===== src/hw/cxe_pkg.sv =====
// shared constants and types for the exception entry unit
package cxe_pkg;
  localparam int unsigned CXE_ADDR_W = 32;
  localparam int unsigned CXE_NUM_IRQ = 32;
  localparam int unsigned CXE_LVL_W = 6;
  localparam int unsigned CXE_RS_W = 6;
  localparam int unsigned CXE_STAT_W = 32;
  // status field positions
  localparam int unsigned CXE_ST_GIE = 0;
  localparam int unsigned CXE_ST_NPRIV = 1;
  localparam int unsigned CXE_ST_EH = 2;
  localparam int unsigned CXE_ST_IL_LO = 3;
  localparam int unsigned CXE_ST_CRS_LO = 10;
  localparam int unsigned CXE_ST_PRS_LO = 16;
  localparam int unsigned CXE_ST_RESET_SHADOW_IRQ_ENABLE = 23;
  localparam logic [CXE_STAT_W-1:0] CXE_STAT_RST = 32'h0080_0000;
  localparam logic [CXE_ADDR_W-1:0] CXE_INSN_BYTES = 32'h0000_0004;
  localparam logic [4:0] CXE_REG_ZERO = 5'h00;
  localparam logic [4:0] CXE_REG_BRA = 5'h1E;
  // entry sequencer states, one-hot
  typedef enum logic [3:0] {
    CXE_RUN = 4'h1,
    CXE_RESET = 4'h2,
    CXE_BREAK = 4'h4,
    CXE_IRQ = 4'h8
  } cxe_state_t;
endpackage


===== src/hw/cxe_entry.sv =====
// exception entry unit: reset, break entry/return, interrupt acceptance
`timescale 1ns/1ps
module cxe_entry
  import cxe_pkg::*;
#(
  parameter logic [CXE_ADDR_W-1:0] RESET_VEC = 32'h0000_0000,
  parameter logic [CXE_ADDR_W-1:0] BREAK_VEC = 32'h0000_0020,
  parameter logic [CXE_ADDR_W-1:0] GEN_EXC_VEC = 32'h0000_0040,
  parameter bit HAS_MMU = 1'b0,
  parameter bit HAS_MPU = 1'b0,
  parameter bit HAS_SHADOW = 1'b1,
  parameter bit USE_EXT_CTRL = 1'b1,
  parameter int unsigned N_IRQ = CXE_NUM_IRQ
) (
  // clock and reset
  input wire logic ref_clk_i,
  input wire logic rstn_i,
  // pipeline events
  input wire logic break_insn_i,
  input wire logic hw_break_i,
  input wire logic break_ret_i,
  input wire logic [CXE_ADDR_W-1:0] insn_pc_i,
  input wire logic [CXE_ADDR_W-1:0] break_return_addr_i,
  input wire logic keep_irqs_on_entry_i,
  // status write from software
  input wire logic status_wr_i,
  input wire logic [CXE_STAT_W-1:0] status_wdata_i,
  // external controller
  input wire logic ext_irq_ctrl_req_i,
  input wire logic [CXE_ADDR_W-1:0] handler_vector_i,
  input wire logic [CXE_LVL_W-1:0] req_priority_level_i,
  input wire logic [CXE_RS_W-1:0] req_shadow_set_i,
  input wire logic req_nonmaskable_i,
  // internal controller
  input wire logic [N_IRQ-1:0] irq_req_i,
  input wire logic [N_IRQ-1:0] irq_mask_reg_i,
  // status and redirect
  output logic [CXE_STAT_W-1:0] status_o,
  output logic [CXE_STAT_W-1:0] saved_break_state_o,
  output logic [N_IRQ-1:0] irq_waiting_reg_o,
  output logic redirect_o,
  output logic [CXE_ADDR_W-1:0] redirect_pc_o,
  output logic icache_inv_o,
  output logic [CXE_ADDR_W-1:0] icache_inv_addr_o,
  output logic rf_wr_o,
  output logic [4:0] rf_wr_idx_o,
  output logic [CXE_ADDR_W-1:0] rf_wr_data_o,
  output logic irq_ack_o,
  output cxe_state_t state_o
);
  initial begin
    if (N_IRQ < 1 || N_IRQ > CXE_NUM_IRQ) $error("bad N_IRQ");
  end
  // ------------------------------------------------------------
  // state
  // ------------------------------------------------------------
  logic [CXE_STAT_W-1:0] status_q, status_d;
  logic [CXE_STAT_W-1:0] bsave_q, bsave_d;
  logic [N_IRQ-1:0] wait_q;
  cxe_state_t state_q, state_d;
  logic redir_q, redir_d;
  logic [CXE_ADDR_W-1:0] rpc_q, rpc_d;
  logic inv_q, inv_d;
  logic rfw_q, rfw_d;
  logic [CXE_ADDR_W-1:0] rfd_q, rfd_d;
  logic ack_q, ack_d;
  logic [4:0] idx_q, idx_d;
  logic [CXE_ADDR_W-1:0] inv_addr_q;
  // ------------------------------------------------------------
  // interrupt decisions
  // ------------------------------------------------------------
  logic gie;
  logic [CXE_LVL_W-1:0] cur_il;
  logic [CXE_RS_W-1:0] cur_crs;
  logic [N_IRQ-1:0] waiting;
  logic int_take;
  logic ext_take;
  logic irq_take;
  logic brk_take;
  assign gie = status_q[CXE_ST_GIE];
  assign cur_il = status_q[CXE_ST_IL_LO +: CXE_LVL_W];
  assign cur_crs = status_q[CXE_ST_CRS_LO +: CXE_RS_W];
  cxe_int_ctrl #(
    .N_IRQ(N_IRQ)
  ) u_int (
    .irq_req_i(irq_req_i),
    .irq_mask_i(irq_mask_reg_i),
    .gie_i(gie),
    .waiting_o(waiting),
    .hw_irq_o(int_take)
  );
  cxe_ext_arb u_ext (
    .req_valid_i(ext_irq_ctrl_req_i),
    .req_priority_level_i(req_priority_level_i),
    .req_nonmaskable_i(req_nonmaskable_i),
    .gie_i(gie),
    .current_irq_level_i(cur_il),
    .take_o(ext_take)
  );
  // handler info sampled in one cycle, valid only with the request
  assign irq_take = USE_EXT_CTRL ? ext_take : int_take;
  assign brk_take = break_insn_i | hw_break_i;
  // ------------------------------------------------------------
  // status on break entry
  // ------------------------------------------------------------
  logic [CXE_STAT_W-1:0] brk_stat;
  always_comb begin
    brk_stat = status_q;
    brk_stat[CXE_ST_GIE] = 1'b0;
    if (HAS_MMU || HAS_MPU) begin
      brk_stat[CXE_ST_NPRIV] = 1'b0;
    end
    if (HAS_MMU) begin
      brk_stat[CXE_ST_EH] = 1'b1;
    end
    brk_stat[CXE_ST_PRS_LO +: CXE_RS_W] = cur_crs;
    brk_stat[CXE_ST_CRS_LO +: CXE_RS_W] = '0;
  end
  // ------------------------------------------------------------
  // status on interrupt entry
  // ------------------------------------------------------------
  logic [CXE_STAT_W-1:0] irq_stat;
  always_comb begin
    irq_stat = status_q;
    // nested interrupts need the enable left on
    irq_stat[CXE_ST_GIE] = USE_EXT_CTRL & keep_irqs_on_entry_i;
    if (USE_EXT_CTRL) begin
      if (!req_nonmaskable_i) begin
        irq_stat[CXE_ST_IL_LO +: CXE_LVL_W] = req_priority_level_i;
      end
      irq_stat[CXE_ST_PRS_LO +: CXE_RS_W] = cur_crs;
      if (HAS_SHADOW) begin
        irq_stat[CXE_ST_CRS_LO +: CXE_RS_W] = req_shadow_set_i;
      end
    end
    if (HAS_MMU) begin
      irq_stat[CXE_ST_EH] = 1'b1;
    end
  end
  // ------------------------------------------------------------
  // sequencer
  // ------------------------------------------------------------
  logic [CXE_ADDR_W-1:0] next_pc;
  logic [CXE_ADDR_W-1:0] irq_vec;
  assign next_pc = insn_pc_i + CXE_INSN_BYTES;
  // handler address used as a virtual address when translation exists
  assign irq_vec = USE_EXT_CTRL ? handler_vector_i : GEN_EXC_VEC;
  always_comb begin
    state_d = CXE_RUN;
    status_d = status_q;
    bsave_d = bsave_q;
    redir_d = 1'b0;
    rpc_d = rpc_q;
    inv_d = 1'b0;
    rfw_d = 1'b0;
    rfd_d = rfd_q;
    ack_d = 1'b0;
    case (state_q)
      CXE_RESET: begin
        redir_d = 1'b1;
        rpc_d = RESET_VEC;
      end
      CXE_RUN: begin
        if (status_wr_i) begin
          status_d = status_wdata_i;
        end
        // priority: break before interrupt, return lowest
        if (brk_take) begin
          state_d = CXE_BREAK;
          bsave_d = status_q;
          status_d = brk_stat;
          rfw_d = 1'b1;
          rfd_d = next_pc;
          redir_d = 1'b1;
          rpc_d = BREAK_VEC;
        end else if (irq_take) begin
          state_d = CXE_IRQ;
          status_d = irq_stat;
          ack_d = 1'b1;
          redir_d = 1'b1;
          rpc_d = irq_vec;
        end else if (break_ret_i) begin
          status_d = bsave_q;
          redir_d = 1'b1;
          rpc_d = break_return_addr_i;
        end
      end
      CXE_BREAK, CXE_IRQ: begin
        state_d = CXE_RUN;
      end
      default: begin
        state_d = CXE_RUN;
      end
    endcase
  end
  // ------------------------------------------------------------
  // registers
  // ------------------------------------------------------------
  always_ff @(posedge ref_clk_i) begin
    if (!rstn_i) begin
      state_q <= CXE_RESET;
      status_q <= CXE_STAT_RST;
      bsave_q <= '0;
      redir_q <= 1'b0;
      rpc_q <= '0;
      inv_q <= 1'b1;
      rfw_q <= 1'b0;
      rfd_q <= '0;
      ack_q <= 1'b0;
      idx_q <= CXE_REG_ZERO;
      inv_addr_q <= RESET_VEC;
      wait_q <= '0;
    end else begin
      state_q <= state_d;
      status_q <= status_d;
      bsave_q <= bsave_d;
      redir_q <= redir_d;
      rpc_q <= rpc_d;
      inv_q <= inv_d;
      rfw_q <= rfw_d;
      rfd_q <= rfd_d;
      ack_q <= ack_d;
      idx_q <= idx_d;
      inv_addr_q <= RESET_VEC;
      wait_q <= waiting;
    end
  end
  // only register 30 is ever written; register zero is never a target
  assign idx_d = rfw_d ? CXE_REG_BRA : CXE_REG_ZERO;
  // ------------------------------------------------------------
  // outputs
  // ------------------------------------------------------------
  assign status_o = status_q;
  assign saved_break_state_o = bsave_q;
  assign irq_waiting_reg_o = wait_q;
  assign redirect_o = redir_q;
  assign redirect_pc_o = rpc_q;
  assign icache_inv_o = inv_q;
  // only the reset-vector line; rest of cache left to software
  assign icache_inv_addr_o = inv_addr_q;
  assign rf_wr_o = rfw_q;
  assign rf_wr_idx_o = idx_q;
  assign rf_wr_data_o = rfd_q;
  assign irq_ack_o = ack_q;
  assign state_o = state_q;
endmodule // cxe_entry


===== src/hw/cxe_ext_arb.sv =====
// acceptance test for requests from the external interrupt controller
`timescale 1ns/1ps
module cxe_ext_arb
  import cxe_pkg::*;
(
  // request from the far controller
  input wire logic req_valid_i,
  input wire logic [CXE_LVL_W-1:0] req_priority_level_i,
  input wire logic req_nonmaskable_i,
  // current status
  input wire logic gie_i,
  input wire logic [CXE_LVL_W-1:0] current_irq_level_i,
  // decision
  output logic take_o
);
  logic mask_ok;
  assign mask_ok = gie_i & (req_priority_level_i > current_irq_level_i);
  // level and enable both bypassed for nonmaskable requests
  assign take_o = req_valid_i & (req_nonmaskable_i | mask_ok);
endmodule // cxe_ext_arb


===== src/hw/cxe_int_ctrl.sv =====
// internal 32-input interrupt controller
`timescale 1ns/1ps
module cxe_int_ctrl
  import cxe_pkg::*;
#(
  parameter int unsigned N_IRQ = CXE_NUM_IRQ
) (
  // requests and control
  input wire logic [N_IRQ-1:0] irq_req_i,
  input wire logic [N_IRQ-1:0] irq_mask_i,
  input wire logic gie_i,
  // results
  output logic [N_IRQ-1:0] waiting_o,
  output logic hw_irq_o
);
  initial begin
    if (N_IRQ < 1 || N_IRQ > CXE_NUM_IRQ) $error("bad N_IRQ");
  end
  genvar n;
  for (n = 0; n < N_IRQ; n++) begin : g_irq
    assign waiting_o[n] = irq_req_i[n] & irq_mask_i[n];
  end
  assign hw_irq_o = gie_i & (|waiting_o);
endmodule // cxe_int_ctrl


===== config.mk =====
export PLATFORM = sky130hd
export DESIGN_NAME = cxe_entry
export DESIGN_NICKNAME = d
export VERILOG_FILES = /design/src/hw/cxe_pkg.sv /design/src/hw/cxe_entry.sv /design/src/hw/cxe_ext_arb.sv /design/src/hw/cxe_int_ctrl.sv
export SDC_FILE = /design/constraint.sdc
export NUM_CORES = 1
export LEC_CHECK = 0
export ABC_AREA = 1
export ABC_CLOCK_PERIOD_IN_PS = 3400
export BUFFER_PORTS_ARGS = -buffer_cell sky130_fd_sc_hd__buf_2
export CAP_MARGIN = 20
export CORE_AREA = 2 2 163 165
export CTS_BUF_LIST = sky130_fd_sc_hd__clkbuf_8
export DETAILED_ROUTE_END_ITERATION = 12
export DIE_AREA = 0 0 165 167
export PLACE_DENSITY_LB_ADDON = 0.3
export SLEW_MARGIN = 20
export SYNTH_ARGS = -nofsm -noshare
export SYNTH_HDL_FRONTEND = slang
export SYNTH_SLANG_ARGS = --single-unit

===== constraint.sdc =====
create_clock -name ref_clk_i -period 3.4 [get_ports ref_clk_i]
set_input_delay 0.17 -clock ref_clk_i [delete_from_list [all_inputs] [get_ports ref_clk_i]]
set_output_delay 0.17 -clock ref_clk_i [all_outputs]
set_load 0.03 [all_outputs]

Word level (Yosys, flattened, before mapping)
Index checks and enable logic that the tools add are counted.

Order comparisons: 1. Reduce and logical (&&, ||, !) cells: 11. Eq/ne operators: 4. $add $sub $neg: 1. Bitwise logic cells: 40. Multiplexer cells: 21.

Operators with widths (count): 2-to-1 mux 32 bit (5); one-hot mux 32 bit (2 select lines) (1); 2-to-1 mux 22 bit (2); AND 1 bit (34); adder 32 x 3 -> 32 bit, second input constant (1); AND reduction 2 bit (4); AND reduction 4 bit (2); 2-to-1 mux 1 bit (7); greater-than comparator 6 bit (1); 2-to-1 mux 6 bit (1); 2-to-1 mux 5 bit (1); == test 4 x 1 -> 1 bit, second input constant (1); == test 4 x 2 -> 1 bit, second input constant (1); 2-to-1 mux 4 bit (1); inequality test 4 bit, second input constant (1); NOT 1 bit (4); nonzero test 2 bit (2); nonzero test 4 bit (1); 2-to-1 mux 3 bit (1); nonzero test 3 bit (1); OR reduction 3 bit (1); 2-to-1 mux 2 bit (1); inequality test 2 bit, second input constant (1); bitwise OR 1 bit (2); one-hot mux 1 bit (2 select lines) (1).

Output and inout bits: 205. Input port bits: 213. Flip-flop bits (word level): 173. Logic and storage cells: 93.

Longest topological paths before layout
Gate-level depths: netlist of the first run.

Depth after elaboration: 7. Gate-level depth with buffers: 17. Depth with buffers taken out: 16.

By module
A second synthesis of the first run with hierarchy kept.

Cell total of the unflattened synthesis: 1289. Area total of the unflattened synthesis: 8585.7 µm².

By module, submodules not included: cxe_entry (area each 8030.2 µm², times used 1, cells an instance 1159, sequential area each 3343.2 µm²); cxe_int_ctrl (area each 361.6 µm², times used 1, cells an instance 96, sequential area each 0.0 µm²); cxe_ext_arb (area each 193.9 µm², times used 1, cells an instance 34, sequential area each 0.0 µm²).

Least setup slack after synthesis of the first run
Ideal clock, no wire load.

Path type: reg-to-reg. Start: reg status_q[8] (netlist: status_o[8]). End: reg rpc_q[3] (netlist: redirect_pc_o[3]). Slack: 1330 ps. Data required time: 3284 ps. Arrival: 1954 ps. Clock period less this slack: 2070 ps. Setup time: 116 ps. Cell stages (with the launch flop): 15. Path buffers: 1. Cell sequence: dfxtp_1 inv_1 ha_1 nand2_1 nor2_1 a21oi_1 nand2_1 nand2_2 nand2_4 nand3_1 nand2_2 inv_2 buf_4 o21ai_0 nor2_1.

Longest elaborated chain between the ends: 7. Elaborated cells on any way between the ends: 9. Classes of those cells: order compare: 1; eq/ne: 1; mux: 3; bitwise: 3; reduce/logical: 1.

RTL lines: start: declaration (RTL line cxe_entry.sv:57) `logic [CXE_STAT_W-1:0] status_q, status_d;`; start signal: assignment (RTL line cxe_entry.sv:215) `status_q <= status_d;`; greater-than comparator 6 bit * (RTL line cxe_ext_arb.sv:17) `assign mask_ok = gie_i & (req_priority_level_i > current_irq_level_i);`; AND 1 bit * (RTL line cxe_ext_arb.sv:17); bitwise OR 1 bit * (RTL line cxe_ext_arb.sv:19) `assign take_o = req_valid_i & (req_nonmaskable_i | mask_ok);`; AND 1 bit * (RTL line cxe_ext_arb.sv:19); 2-to-1 mux 32 bit (RTL line cxe_entry.sv:176) `end else if (irq_take) begin`; 2-to-1 mux 32 bit (RTL line cxe_entry.sv:168) `if (brk_take) begin`; one-hot mux 32 bit (2 select lines) (RTL line cxe_entry.sv:158) `case (state_q)`; end signal: assignment (RTL line cxe_entry.sv:218) `rpc_q <= rpc_d;`; end: declaration (RTL line cxe_entry.sv:62) `logic [CXE_ADDR_W-1:0] rpc_q, rpc_d;`.

Mark *: on every way between the ends. The rest lies on a longest branch, timed or not. A chain may end at the register's enable or synchronous reset.

Final worst setup path of the first run
Start: reg status_q[8] (netlist: status_o[8]). End: reg status_q[12] (netlist: status_o[12]).

Longest elaborated chain between the ends: 6. Elaborated cells on any way between the ends: 8. Classes of those cells: order compare: 1; mux: 2; bitwise: 3; reduce/logical: 2.

RTL lines (RTL line): greater-than comparator 6 bit * (cxe_ext_arb.sv:17); AND 1 bit * (cxe_ext_arb.sv:17); bitwise OR 1 bit * (cxe_ext_arb.sv:19); AND 1 bit * (cxe_ext_arb.sv:19); nonzero test 4 bit (no line) / 2-to-1 mux 22 bit (equally long branches); AND reduction 2 bit (no line) / 2-to-1 mux 22 bit (equally long branches).

Marked as above.

==> impl_metrics.env, run 1 <==
export IMPL_run_status="completed"
export IMPL_drt_pre_antenna_iters=5
export IMPL_cts_root_buf="clkbuf_8"
export IMPL_min_period_ps=2658
export IMPL_number_of_enable_type_register_cells_in_the_synthesized_netlist=0
export IMPL_setup_total_negative_slack_ps=0
export IMPL_launch_point_of_the_worst_hold_path="insn_pc_i[31]"
export IMPL_fin_skew_ps=25.79
export IMPL_place_port_buffers=384
export IMPL_worst_slew_pin_slew_ps=739.6
export IMPL_yosys_warnings=0
export IMPL_post_route_drc_count=0
export IMPL_num_vias=8904
export IMPL_first_global_vias=8211
export IMPL_power_density_normalized_to_cell_area_mw_per_mm2=429.9
export IMPL_cts_sink_count=167
export IMPL_postSynthCellCount=1163
export IMPL_worstRegToRegCells=13
export IMPL_cp_slowest_cell="o21ai_4"
export IMPL_grt_start_max_net_pins=67
export IMPL_critical_path_max_fanout=37
export IMPL_initialDrtViolationCount=580
export IMPL_finish_instance_area_sq_mm=0.01124
export IMPL_detailed_place_area_sq_mm=0.009976
export IMPL_pre_cts_ws_ps=735.7
export IMPL_mean_cell_area_of_the_mapped_netlist_sq_um=6.895
export IMPL_cts_max_path_buffers=2
export IMPL_postRouteAntennaNets=0
export IMPL_grt_setup_unrepaired="false"
export IMPL_worst_hold_check_slack_ps=34.60
export IMPL_share_of_synthesized_area_occupied_by_flip_flops_and_latches=0.4169
export IMPL_fin_total_pwr_mw=4.833
export IMPL_ys_async_sr_fraction=0
export IMPL_finalCritPeriodShare=0.7817
export IMPL_drive_above_1_share=0.2813
export IMPL_post_route_worst_setup_slack_ps=742.3
export IMPL_ys_seq_elements=167
export IMPL_min_delay_path_depth=5
export IMPL_timing_critical_path_cells="inv_1 -> ha_1 -> nand2_1 -> nor2_1 -> a21oi_1 -> nand2_1 -> nand2_2 -> nand2_4 -> nand2_2 -> o21ai_4 -> nand2_1 -> nand2_1 -> nor2_1"
export IMPL_rows=59
export IMPL_finalSetupViolations=0
export IMPL_startpoint_type="register"
export IMPL_insertion_delay_ps=480
export IMPL_coreArea_sq_mm=0.02576
export IMPL_fp_dieH_um=167
export IMPL_timing_setup_critical_path_class="reg2reg"
export IMPL_finalNetCount=1810
export IMPL_hold_viol_final=0
export IMPL_gr_total_overflow=0
export IMPL_cts_reportedPaths_clkPinSlew_ps=130
export IMPL_vdd_drop_max_uv=232.7
export IMPL_cpPeakStageDelay_ps=550
export IMPL_crit_path_frequent_cell="nand2_1"
export IMPL_final_util=0.4364
export IMPL_non_filler_instance_count_after_layout=1943
export IMPL_worst_r2r_endpoint="status_o[12]$_SDFFE_PN0P_"
export IMPL_routabilityCongestion=0.9186
export IMPL_leakage_nw=5.869
export IMPL_yosysUniqueCellTypes=41
export IMPL_start_util=0.3113
export IMPL_die_area_sq_mm=0.02756
export IMPL_totalWireLength_um=29150
export IMPL_worstHoldEndpoint="rf_wr_data_o[31]$_SDFFE_PN0P_"
export IMPL_rr_startpoint="status_o[8]$_SDFFE_PN0P_"
export IMPL_boundary_pins=418
export IMPL_viasPerCell=4.583
export IMPL_final_fill_count=2679
export IMPL_timing_reg2reg_setup_slack_ps=740
export IMPL_critical_path_arrival_ps=3030
export IMPL_min_delay_path_class="in2reg"
export IMPL_h_tree_depth=4
export IMPL_grt_pass1_wl_um=43640
export IMPL_mappedNetlistArea_sq_mm=0.008019
export IMPL_post_cts_setup_buffer_count=0
export IMPL_detailedPlacementHpwl_um=20760
export IMPL_timing_slew_headroom=0.5069
export IMPL_max_freq_ghz=0.3763
export IMPL_endpoint_kind="register"
export IMPL_grt_use_total=0.2025
export IMPL_areaGrowthSynthToFinish_pct=40.21
export IMPL_ys_flop_type="dfxtp_1"
export IMPL_clock_tree_from_tritoncts="built"
export IMPL_grt_antenna_before_repair=7
export IMPL_final_max_slew_violation_count=0
export IMPL_crit_required_ps=3770
export IMPL_route_detailed_wl_per_inst_um=15.00
export IMPL_max_cap_violations=0
export IMPL_dieWidth_um=165
export IMPL_numCtsBuffers=17
export IMPL_numPlacedInstances=1824
==> Yosys cell counts (4+ instances only) <==
library cell	number	area, sq um
a21oi_1	92	460.4
buf_2	12	60.06
buf_4	49	367.9
clkbuf_1	36	135.1
dfxtp_1	167	3343
ha_1	7	87.58
inv_1	115	431.7
inv_2	6	22.52
mux2i_1	5	50.05
nand2_1	270	1013
nand2_2	4	25.02
nand3_1	39	195.2
nand4_1	8	50.05
nor2_1	139	521.8
nor3_1	13	65.06
o211ai_1	13	97.59
o21ai_0	109	545.5
o21ai_1	24	120.1
o21bai_1	7	52.55
or2_1	6	37.54
or2_2	7	43.79
xor2_1	7	61.31
==> where the power goes <==
| group | internal, mW | switching [mW] | leakage, nW |
|---|---|---|---|
| logic | 0.379 | 0.736 | 4.28 |
| clock network | 0.642 | 0.935 | 0.219 |
| registers | 2.08 | 0.0650 | 1.37 |
==> state kept, by name, indices dropped and copies added, names as in the netlist <==
register and count:
irq_waiting_reg_o 32, state_o 4, icache_inv_o 1, redirect_pc_o 32
redirect_o 1, rf_wr_idx_o 1, saved_break_state_o 32, status_o 32
rf_wr_data_o 32
==> layout make-up <==
| class | count | area [sq um] | share of cell area |
|---|---|---|---|
| Tap cell | 335 | 419.2 | 0.03728 |
| Clock buffer | 17 | 234.0 | 0.02081 |
| Sequential cell | 167 | 3343 | 0.2974 |
| Clock inverter | 15 | 200.2 | 0.01781 |
| Inverter | 122 | 457.9 | 0.04073 |
| Multi-Input combinational cell | 806 | 3756 | 0.3341 |
| Timing Repair Buffer | 476 | 2820 | 0.2508 |
| Antenna cell | 5 | 12.51 | 0.001113 |
==> timing repair <==
item | CTS | global route
gates resized for setup | 0 | 0
setup endpoints to repair | 0 | 0
hold buffers | 82 | 0
endpoints found under the hold margin | 50 | 0
==> critical path, delay by kind of cell, from the launching register on <==
family / cells / cell delay [ps]
AND/OR/NAND/NOR: 9 / 1230
AO/OA/AOI/OAI: 2 / 630
flip-flops: 1 / 350
adder cells (fa/ha/maj): 1 / 290
buffers and inverters: 1 / 60
==> layout by cell type (no fill, tap or decap), drive strengths merged <==
cell type | netlist | routed
dlygate4sd3 | 0 | 82
o21a | 3 | 3
o21ai | 134 | 134
xnor2 | 2 | 2
o21bai | 7 | 7
bufinv | 0 | 1
nand4 | 8 | 8
conb | 1 | 33
nand3b | 1 | 1
diode | 0 | 5
o221ai | 1 | 1
dfxtp | 167 | 167
xor2 | 7 | 7
a31oi | 3 | 3
or2 | 15 | 15
buf | 64 | 394
nor3b | 1 | 1
and2 | 1 | 1
nor2 | 142 | 142
clkbuf | 36 | 17
nor3 | 13 | 13
mux2i | 5 | 5
a21oi | 92 | 92
inv | 121 | 129
ha | 7 | 7
nand3 | 41 | 41
o211ai | 13 | 13
nor4 | 2 | 2
clkinv | 1 | 7
nand2 | 275 | 275
==> worst max-delay path by stage <==
stage	startpoint	end	slack, ps	depth (start not counted)
global route	status_o[4]$_SDFFE_PN0P_	status_o[14]$_SDFFE_PN0P_	400	14
floorplan	status_o[8]$_SDFFE_PN0P_	redirect_pc_o[3]$_SDFFE_PN0P_	1330	14
global placement	status_o[8]$_SDFFE_PN0P_	status_o[14]$_SDFFE_PN0P_	830	13
finish	status_o[8]$_SDFFE_PN0P_	status_o[12]$_SDFFE_PN0P_	740	13
CTS	status_o[8]$_SDFFE_PN0P_	status_o[12]$_SDFFE_PN0P_	720	13
detailed placement	status_o[8]$_SDFFE_PN0P_	status_o[12]$_SDFFE_PN0P_	740	13
==> layer usage <==
layer	track usage	routed length, um	part of all wire
met2	0.3250	13350	0.46
met3	0.05504	2171	0.074
met5	0	29	0.00099
met1	0.2528	12630	0.43
met4	0.08960	971	0.033
==> cell families (layout without fill, tap and decap cells) <==
family,count (synthesis),in the layout,share of synthesized area
and+or+nand+nor,499,499,0.2576
AOI/OAI and AO/OA,253,253,0.1674
buffers and inverters,222,630,0.1306
DFF,167,167,0.4169
xor gates and xnor gates,9,9,0.009830
adders and majority gates,7,7,0.01092
muxes,5,5,0.006241
other,1,38,0.0004676
Note: power is estimated with default switching activity, not from simulation.
==> run 2, diff against run 1 <==
- ABC_AREA: 1 -> 0
- ABC_CLOCK_PERIOD_IN_PS: 3400 -> 2200
- CORE_AREA: 2 2 163 165 -> 2 2 161 163
- DIE_AREA: 0 0 165 167 -> 0 0 163 165
- clock period: 3.4 -> 2.2 ns (I/O delays scaled with it)
==> run 2 against run 1 <==
- sequential share of layout area fell by 1.9 points
- count of clock-buffer cells in the layout did not move
- critical endpoint is now redirect_pc_o[9]$_SDFFE_PN0P_
- die area fell by 2.4%
- power rose by 38%
- clock skew fell by 12 ps
- non-clock buffer count rose by 116
- design area rose by 7.6%
- fmax rose by 23%
- global-route usage fell by 0.58 points
- via count fell by 9.4%
==> impl_metrics.env, run 2 <==
export IMPL_netlist_area_leader_share=0.4517
export IMPL_gr_total_overflow=0
export IMPL_netlist_top_cells_area="dfxtp_1 45%, mux2i_1 7.6%, nand2_1 5.9%"
export IMPL_power_density_normalized_to_cell_area_mw_per_mm2=553.0
export IMPL_finalCritPeriodShare=0.9854
export IMPL_grt_setup_unrepaired="true"
export IMPL_viasPerCell=4.744
export IMPL_min_delay_path_class="in2reg"
export IMPL_initialDrtViolationCount=494
export IMPL_rows=58
export IMPL_detailed_place_area_sq_mm=0.009635
export IMPL_detailedPlacementHpwl_um=18700
export IMPL_clock_tree_from_tritoncts="built"
export IMPL_final_max_slew_violation_count=0
export IMPL_totalWireLength_um=28890
export IMPL_power_share_switching=0.3163
export IMPL_power_sequential_fraction=0.472
export IMPL_first_global_vias=7748
export IMPL_synth_simple_gate_area_frac=0.1525
export IMPL_grt_start_max_net_pins=77
export IMPL_areaGrowthSynthToFinish_pct=63.43
export IMPL_start_util=0.2956
export IMPL_cts_sink_count=167
export IMPL_cts_reportedPaths_clkPinSlew_ps=100
export IMPL_min_period_ps=2168
export IMPL_timing_slew_headroom=0.6383
export IMPL_post_synth_fa_ha_maj_area_fraction=0.01183
export IMPL_setup_total_negative_slack_ps=0
export IMPL_dieWidth_um=163
export IMPL_leakage_nw=5.750
export IMPL_min_delay_path_depth=3
export IMPL_synth_xor_area_share=0.03195
export IMPL_run_status="completed"
export IMPL_synth_largest_area_cell="dfxtp_1"
export IMPL_layout_common_cells="385 x buf_2, 175 x dlygate4sd3_1, 162 x dfxtp_1, 115 x nand2_1, 63 x a21oi_1"
export IMPL_grt_antenna_before_repair=2
export IMPL_timing_setup_critical_path_class="reg2reg"
export IMPL_combPwrFrac=0.220
export IMPL_crit_required_ps=2520
export IMPL_grt_use_total=0.1967
export IMPL_numCtsBuffers=17
export IMPL_insertion_delay_ps=440
export IMPL_cts_root_buf="clkbuf_8"
export IMPL_worst_slew_pin_slew_ps=540.6
export IMPL_critical_path_arrival_ps=2490
export IMPL_worstRegToRegCells=9
export IMPL_final_fill_count=2334
export IMPL_synth_most_common_cell="dfxtp_1"
export IMPL_h_tree_depth=4
export IMPL_synth_compound_area_frac=0.1697
export IMPL_ys_flop_type="dfxtp_1"
export IMPL_power_share_clock=0.308
export IMPL_route_detailed_wl_per_inst_um=16.98
export IMPL_fp_dieH_um=165
export IMPL_share_of_synthesized_area_occupied_by_flip_flops_and_latches=0.4517
export IMPL_critical_path_max_fanout=15
export IMPL_max_cap_violations=0
export IMPL_finalNetCount=1578
export IMPL_ys_seq_elements=167
export IMPL_mappedNetlistArea_sq_mm=0.007401
export IMPL_main_combinational_cell_family_by_area_after_synthesis="compound AO/OA/AOI/OAI gates"
export IMPL_drt_pre_antenna_iters=5
export IMPL_finish_instance_area_sq_mm=0.01210
export IMPL_ys_async_sr_fraction=0
export IMPL_endpoint_kind="register"
export IMPL_post_route_drc_count=0
export IMPL_startpoint_type="register"
export IMPL_hold_viol_final=0
export IMPL_yosysUniqueCellTypes=55
export IMPL_num_vias=8070
export IMPL_net_switching_power_mw=2.116
export IMPL_max_freq_ghz=0.4613
export IMPL_yosys_warnings=0
export IMPL_boundary_pins=418
export IMPL_mean_cell_area_of_the_mapped_netlist_sq_um=9.148
export IMPL_cts_max_path_buffers=2
export IMPL_die_area_sq_mm=0.02690
export IMPL_place_port_buffers=384
export IMPL_cellInternalPower_mw=4.573
export IMPL_drive_above_1_share=0.3803
export IMPL_synth_top_cells_by_count="167 x dfxtp_1, 116 x nand2_1, 63 x a21oi_1, 56 x mux2i_1, 43 x buf_4"
export IMPL_postRouteAntennaNets=0
export IMPL_postSynthCellCount=809
export IMPL_finalSetupViolations=0
export IMPL_number_of_enable_type_register_cells_in_the_synthesized_netlist=0
export IMPL_grt_pass1_wl_um=41350
export IMPL_coreArea_sq_mm=0.02504
export IMPL_routabilityCongestion=0.8073
export IMPL_fin_skew_ps=13.79
export IMPL_final_common_cell="buf_2"
export IMPL_vdd_drop_max_uv=300.5
export IMPL_synth_mux_area_frac=0.09704
## run 2: cell count changes after synthesis, sizes merged, moves of 26 or more
cell / change
a21oi: -29
mux2i: +51
inv: -103
nand3: -26
nor2: -115
o21ai: -114
and3: +39
nand2: -159
o22ai: +32
a211oi: +26
## run 2: cell families (layout without fill, tap and decap cells)
logic type / after synthesis / in the layout
buffers and inverters: 112 / 641
AOI/OAI and AO/OA: 193 / 193
and+or+nand+nor: 232 / 232
DFF: 167 / 167
adders and majority gates: 7 / 7
muxes: 70 / 70
xor gates and xnor gates: 27 / 27
other: 1 / 34
## run 2: final timing paths
path                                     start                            end  slack (ps)
hold reg to reg   rf_wr_data_o[1]$_SDFFE_PN0P_   rf_wr_data_o[1]$_SDFFE_PN0P_         460
setup reg to reg      status_o[8]$_SDFFE_PN0P_  redirect_pc_o[9]$_SDFFE_PN0P_          30
setup / recovery      status_o[8]$_SDFFE_PN0P_  redirect_pc_o[9]$_SDFFE_PN0P_          30
hold / removal              status_wdata_i[29]      status_o[29]$_SDFFE_PN0P_          50
## run 2: final cells by class
class / count / area [sq um] / area share
sequential: 167 / 3362 / 0.2780
clock buffer: 17 / 234.0 / 0.01934
timing repair buffer: 592 / 4090 / 0.3382
clock inverter: 14 / 113.9 / 0.009413
inverter: 18 / 72.57 / 0.006000
tap: 330 / 412.9 / 0.03414
multi-input combinational: 562 / 3807 / 0.3148
antenna: 1 / 2.502 / 0.0002069
## run 2: layer usage
| layer | vias up | track usage | share of wire |
|---|---|---|---|
| met5 | - | 0 | 0.00045 |
| met4 | 2 | 0.06516 | 0.019 |
| met3 | 49 | 0.05650 | 0.062 |
| met2 | 301 | 0.3411 | 0.50 |
| met1 | 3791 | 0.2336 | 0.41 |
| li1 | 3927 | - | - |
## run 2: metrics by stage
stage	cells	power (mW)	util	setup WS [ps]	hold slack (ps)
final	1701	6.689	0.4831	32.14	47.15
after global routing	1700	7.025	0.4830	-56.14	33.66
after CTS	1693	6.719	0.4710	4.318	3.869
after detailed placement	1483	4.360	0.3849	-24.65	335.3
after global placement	1483	4.352	0.3849	58.42	335.5
after floorplan	841	3.953	-	12.17	205.6
## run 2: power groups by stage
stage                     combinational, mW  sequential (mW)  clock (mW)
after CTS                              1.39             3.15        2.18
after detailed placement               1.14             3.22           0
after global routing                   1.57             3.17        2.29
after global placement                 1.13             3.22           0
final                                  1.47             3.15        2.06
after floorplan                       0.554             3.40           0
## run 2: repair_timing
item                       CTS  global route
pin swaps                    3             6
hold endpoints to repair   112             0
cloned                       1             4
setup buffers                3             3
gates resized for setup      2            42
hold buffers               175             0
setup endpoints to repair   41            64
## run 2: worst max-delay path, stage by stage, from the launching register on
cell and delay (ps):
dfxtp_4 370, inv_4 40, ha_4 260, nand4_1 170, o21bai_4 220, a31o_4 250, a2111oi_4 300, buf_6 190
buf_16 150, o22ai_1 110
==> run 3, diff against run 2 <==
- CELL_PAD_IN_SITES_DETAIL_PLACEMENT: unset -> 0
- CELL_PAD_IN_SITES_GLOBAL_PLACEMENT: unset -> 1
- CORE_AREA: 2 2 161 163 -> unset
- CORE_UTILIZATION: unset -> 29
- DIE_AREA: 0 0 163 165 -> unset
==> run 3 against run 2 <==
- combinational power about the same
- design area increased by 0.36%
- fmax down 1.3%
- wire length shrank 2.6%
- die area shrank 2.7%
- sequential cell count stayed put
- first-iteration DRC count shrank 28%
- utilization barely moved
- critical path depth unchanged
- critical path type unchanged
==> impl_metrics.env, run 3 (synthesis results as in run 2) <==
export IMPL_met1_length_um=11850
export IMPL_final_max_slew_violation_count=0
export IMPL_fin_skew_ps=23.62
export IMPL_cts_reportedPaths_clkPinSlew_ps=100
export IMPL_min_period_ps=2196
export IMPL_crit_required_ps=2550
export IMPL_startpoint_type="register"
export IMPL_cp_slowest_cell="dfxtp_4"
export IMPL_die_area_sq_mm=0.02616
export IMPL_vdd_drop_max_uv=277.4
export IMPL_finalCritPeriodShare=0.9984
export IMPL_combPwrFrac=0.217
export IMPL_timing_critical_path_cells="inv_4 -> ha_4 -> nand4_1 -> o21bai_4 -> a31o_4 -> a2111oi_4 -> buf_6 -> clkbuf_16 -> o22ai_1"
export IMPL_highest_layer="met5"
export IMPL_timing_slew_headroom=0.4008
export IMPL_post_route_drc_count=0
export IMPL_routabilityCongestion=0.7908
export IMPL_worst_hold_check_slack_ps=26.10
export IMPL_grt_use_total=0.2024
export IMPL_boundary_pins=418
export IMPL_initialDrtViolationCount=357
export IMPL_numCtsBuffers=17
export IMPL_fp_dieH_um=161.8
export IMPL_fin_total_pwr_mw=6.791
export IMPL_start_util=0.2947
export IMPL_dieWidth_um=161.8
export IMPL_numPlacedInstances=1491
export IMPL_viasPerCell=4.621
export IMPL_layout_common_cells="384 x buf_2, 176 x dlygate4sd3_1, 162 x dfxtp_1, 115 x nand2_1, 63 x a21oi_1"
export IMPL_num_vias=7916
export IMPL_path_delay_family="compound AO/OA/AOI/OAI gates"
export IMPL_drive_above_1_share=0.3768
export IMPL_grt_antenna_before_repair=5
export IMPL_min_delay_path_class="in2reg"
export IMPL_max_freq_ghz=0.4553
export IMPL_critical_path_max_fanout=8
export IMPL_route_detailed_wl_per_inst_um=16.42
export IMPL_crit_buf_inv=3
export IMPL_hold_viol_final=0
export IMPL_rows=58
export IMPL_leakage_nw=5.803
export IMPL_power_sequential_fraction=0.464
export IMPL_met3_length_um=1616
export IMPL_final_fill_count=2471
export IMPL_finalNetCount=1587
export IMPL_non_filler_instance_count_after_layout=1713
export IMPL_pre_cts_ws_ps=-4.527
export IMPL_detailedPlacementHpwl_um=19030
export IMPL_cts_root_buf="clkbuf_8"
export IMPL_run_status="completed"
export IMPL_drt_pre_antenna_iters=4
export IMPL_cts_max_path_buffers=2
export IMPL_grt_setup_unrepaired="true"
export IMPL_net_switching_power_mw=2.135
export IMPL_worst_slew_pin_slew_ps=898.9
export IMPL_h_tree_depth=4
export IMPL_grt_start_max_net_pins=72
export IMPL_timing_setup_critical_path_class="reg2reg"
export IMPL_met2RoutedLength_um=13850
export IMPL_power_share_clock=0.319
export IMPL_gr_total_overflow=0
export IMPL_endpoint_kind="register"
export IMPL_power_density_normalized_to_cell_area_mw_per_mm2=559.4
export IMPL_finalSetupViolations=0
export IMPL_insertion_delay_ps=470
export IMPL_cellInternalPower_mw=4.656
export IMPL_areaGrowthSynthToFinish_pct=64.02
export IMPL_cts_sink_count=167
export IMPL_max_cap_violations=0
export IMPL_final_common_cell="buf_2"
export IMPL_critical_path_arrival_ps=2550
export IMPL_coreArea_sq_mm=0.02511
export IMPL_postRouteAntennaNets=0
export IMPL_first_global_vias=7665
export IMPL_clock_tree_from_tritoncts="built"
export IMPL_cpPeakStageDelay_ps=380
export IMPL_place_port_buffers=384
export IMPL_post_route_worst_setup_slack_ps=3.583
export IMPL_power_share_switching=0.3144
export IMPL_totalWireLength_um=28130
export IMPL_grt_pass1_wl_um=40950
==> run 3: cell count changes in the layout (fill, tap and decap cells not counted), moves of 2 or more <==
cell        previous run  this run
o22ai_1               22        29
mux2i_1               54        56
mux2i_2                2         0
o22ai_2                9         3
inv_6                  6         4
a2111oi_2              2         0
clkinv_4               1         4
a211oi_2               8        10
clkinvlp_4             4         1
a2111oi_0              1         4
a211oi_1              18        16
clkbuf_8              17        19
buf_4                 18        27
diode_2                1         3
==> run 3: final timing paths <==
| check | end | slack [ps] | start | cells past startpoint |
|---|---|---|---|---|
| setup / recovery | redirect_pc_o[28]$_SDFFE_PN0P_ | 4 | status_o[8]$_SDFFE_PN0P_ | 9 |
| hold / removal | redirect_pc_o[5]$_SDFFE_PN0P_ | 30 | handler_vector_i[5] | 3 |
| setup reg to reg | redirect_pc_o[28]$_SDFFE_PN0P_ | 4 | status_o[8]$_SDFFE_PN0P_ | 9 |
| hold reg to reg | rf_wr_data_o[3]$_SDFFE_PN0P_ | 460 | rf_wr_data_o[3]$_SDFFE_PN0P_ | 2 |
==> run 3: routing by layer <==
| metal | up-vias | track usage |
|---|---|---|
| met5 | - | 0 |
| li1 | 3948 | - |
| met1 | 3629 | 0.2415 |
| met4 | 2 | 0.09220 |
| met2 | 291 | 0.3437 |
| met3 | 46 | 0.04801 |
==> run 3: power by group through the flow <==
stage               sequential, mW  clock [mW]  combinational [mW]
floorplan                     3.40           0               0.554
global placement              3.22           0                1.15
detailed placement            3.22           0                1.15
CTS                           3.15        2.25                1.41
global route                  3.16        2.40                1.57
finish                        3.15        2.17                1.47
==> run 3: final cells by class <==
| type | instances | area [sq um] | area share |
|---|---|---|---|
| Sequential cell | 167 | 3362 | 0.2770 |
| Multi-Input combinational cell | 562 | 3725 | 0.3068 |
| Clock buffer | 19 | 261.5 | 0.02154 |
| Clock inverter | 13 | 111.4 | 0.009173 |
| Inverter | 18 | 75.07 | 0.006184 |
| Tap cell | 330 | 412.9 | 0.03401 |
| Antenna cell | 3 | 7.507 | 0.0006184 |
| Timing Repair Buffer | 601 | 4184 | 0.3447 |
==> run 3: per-stage QoR <==
| step | setup TNS (ps) | utilization | cell area [sq um] |
|---|---|---|---|
| after floorplan | 0 | - | 7586 |
| after global placement | 0 | 0.3861 | 9696 |
| after detailed placement | -15.88 | 0.3861 | 9696 |
| after CTS | 0 | 0.4728 | 11870 |
| after global routing | -2264 | 0.4835 | 12140 |
| final | 0 | 0.4835 | 12140 |
==> run 3: worst reg2reg max path, stage by stage (launching register included) <==
cell,delay [ps]
dfxtp_4,380
inv_4,40
ha_4,260
nand4_1,150
o21bai_4,240
a31o_4,270
a2111oi_4,300
buf_6,210
clkbuf_16,170
o22ai_1,80
==> run 3: what timing repair did <==
item / 4_1_cts / 5_1_grt
gates cloned: 1 / 4
gates resized for setup: 1 / 27
endpoints found under the setup margin: 31 / 60
hold buffers: 176 / 0
hold endpoints to repair: 113 / 0
pin swaps: 2 / 4
setup buffers: 2 / 4
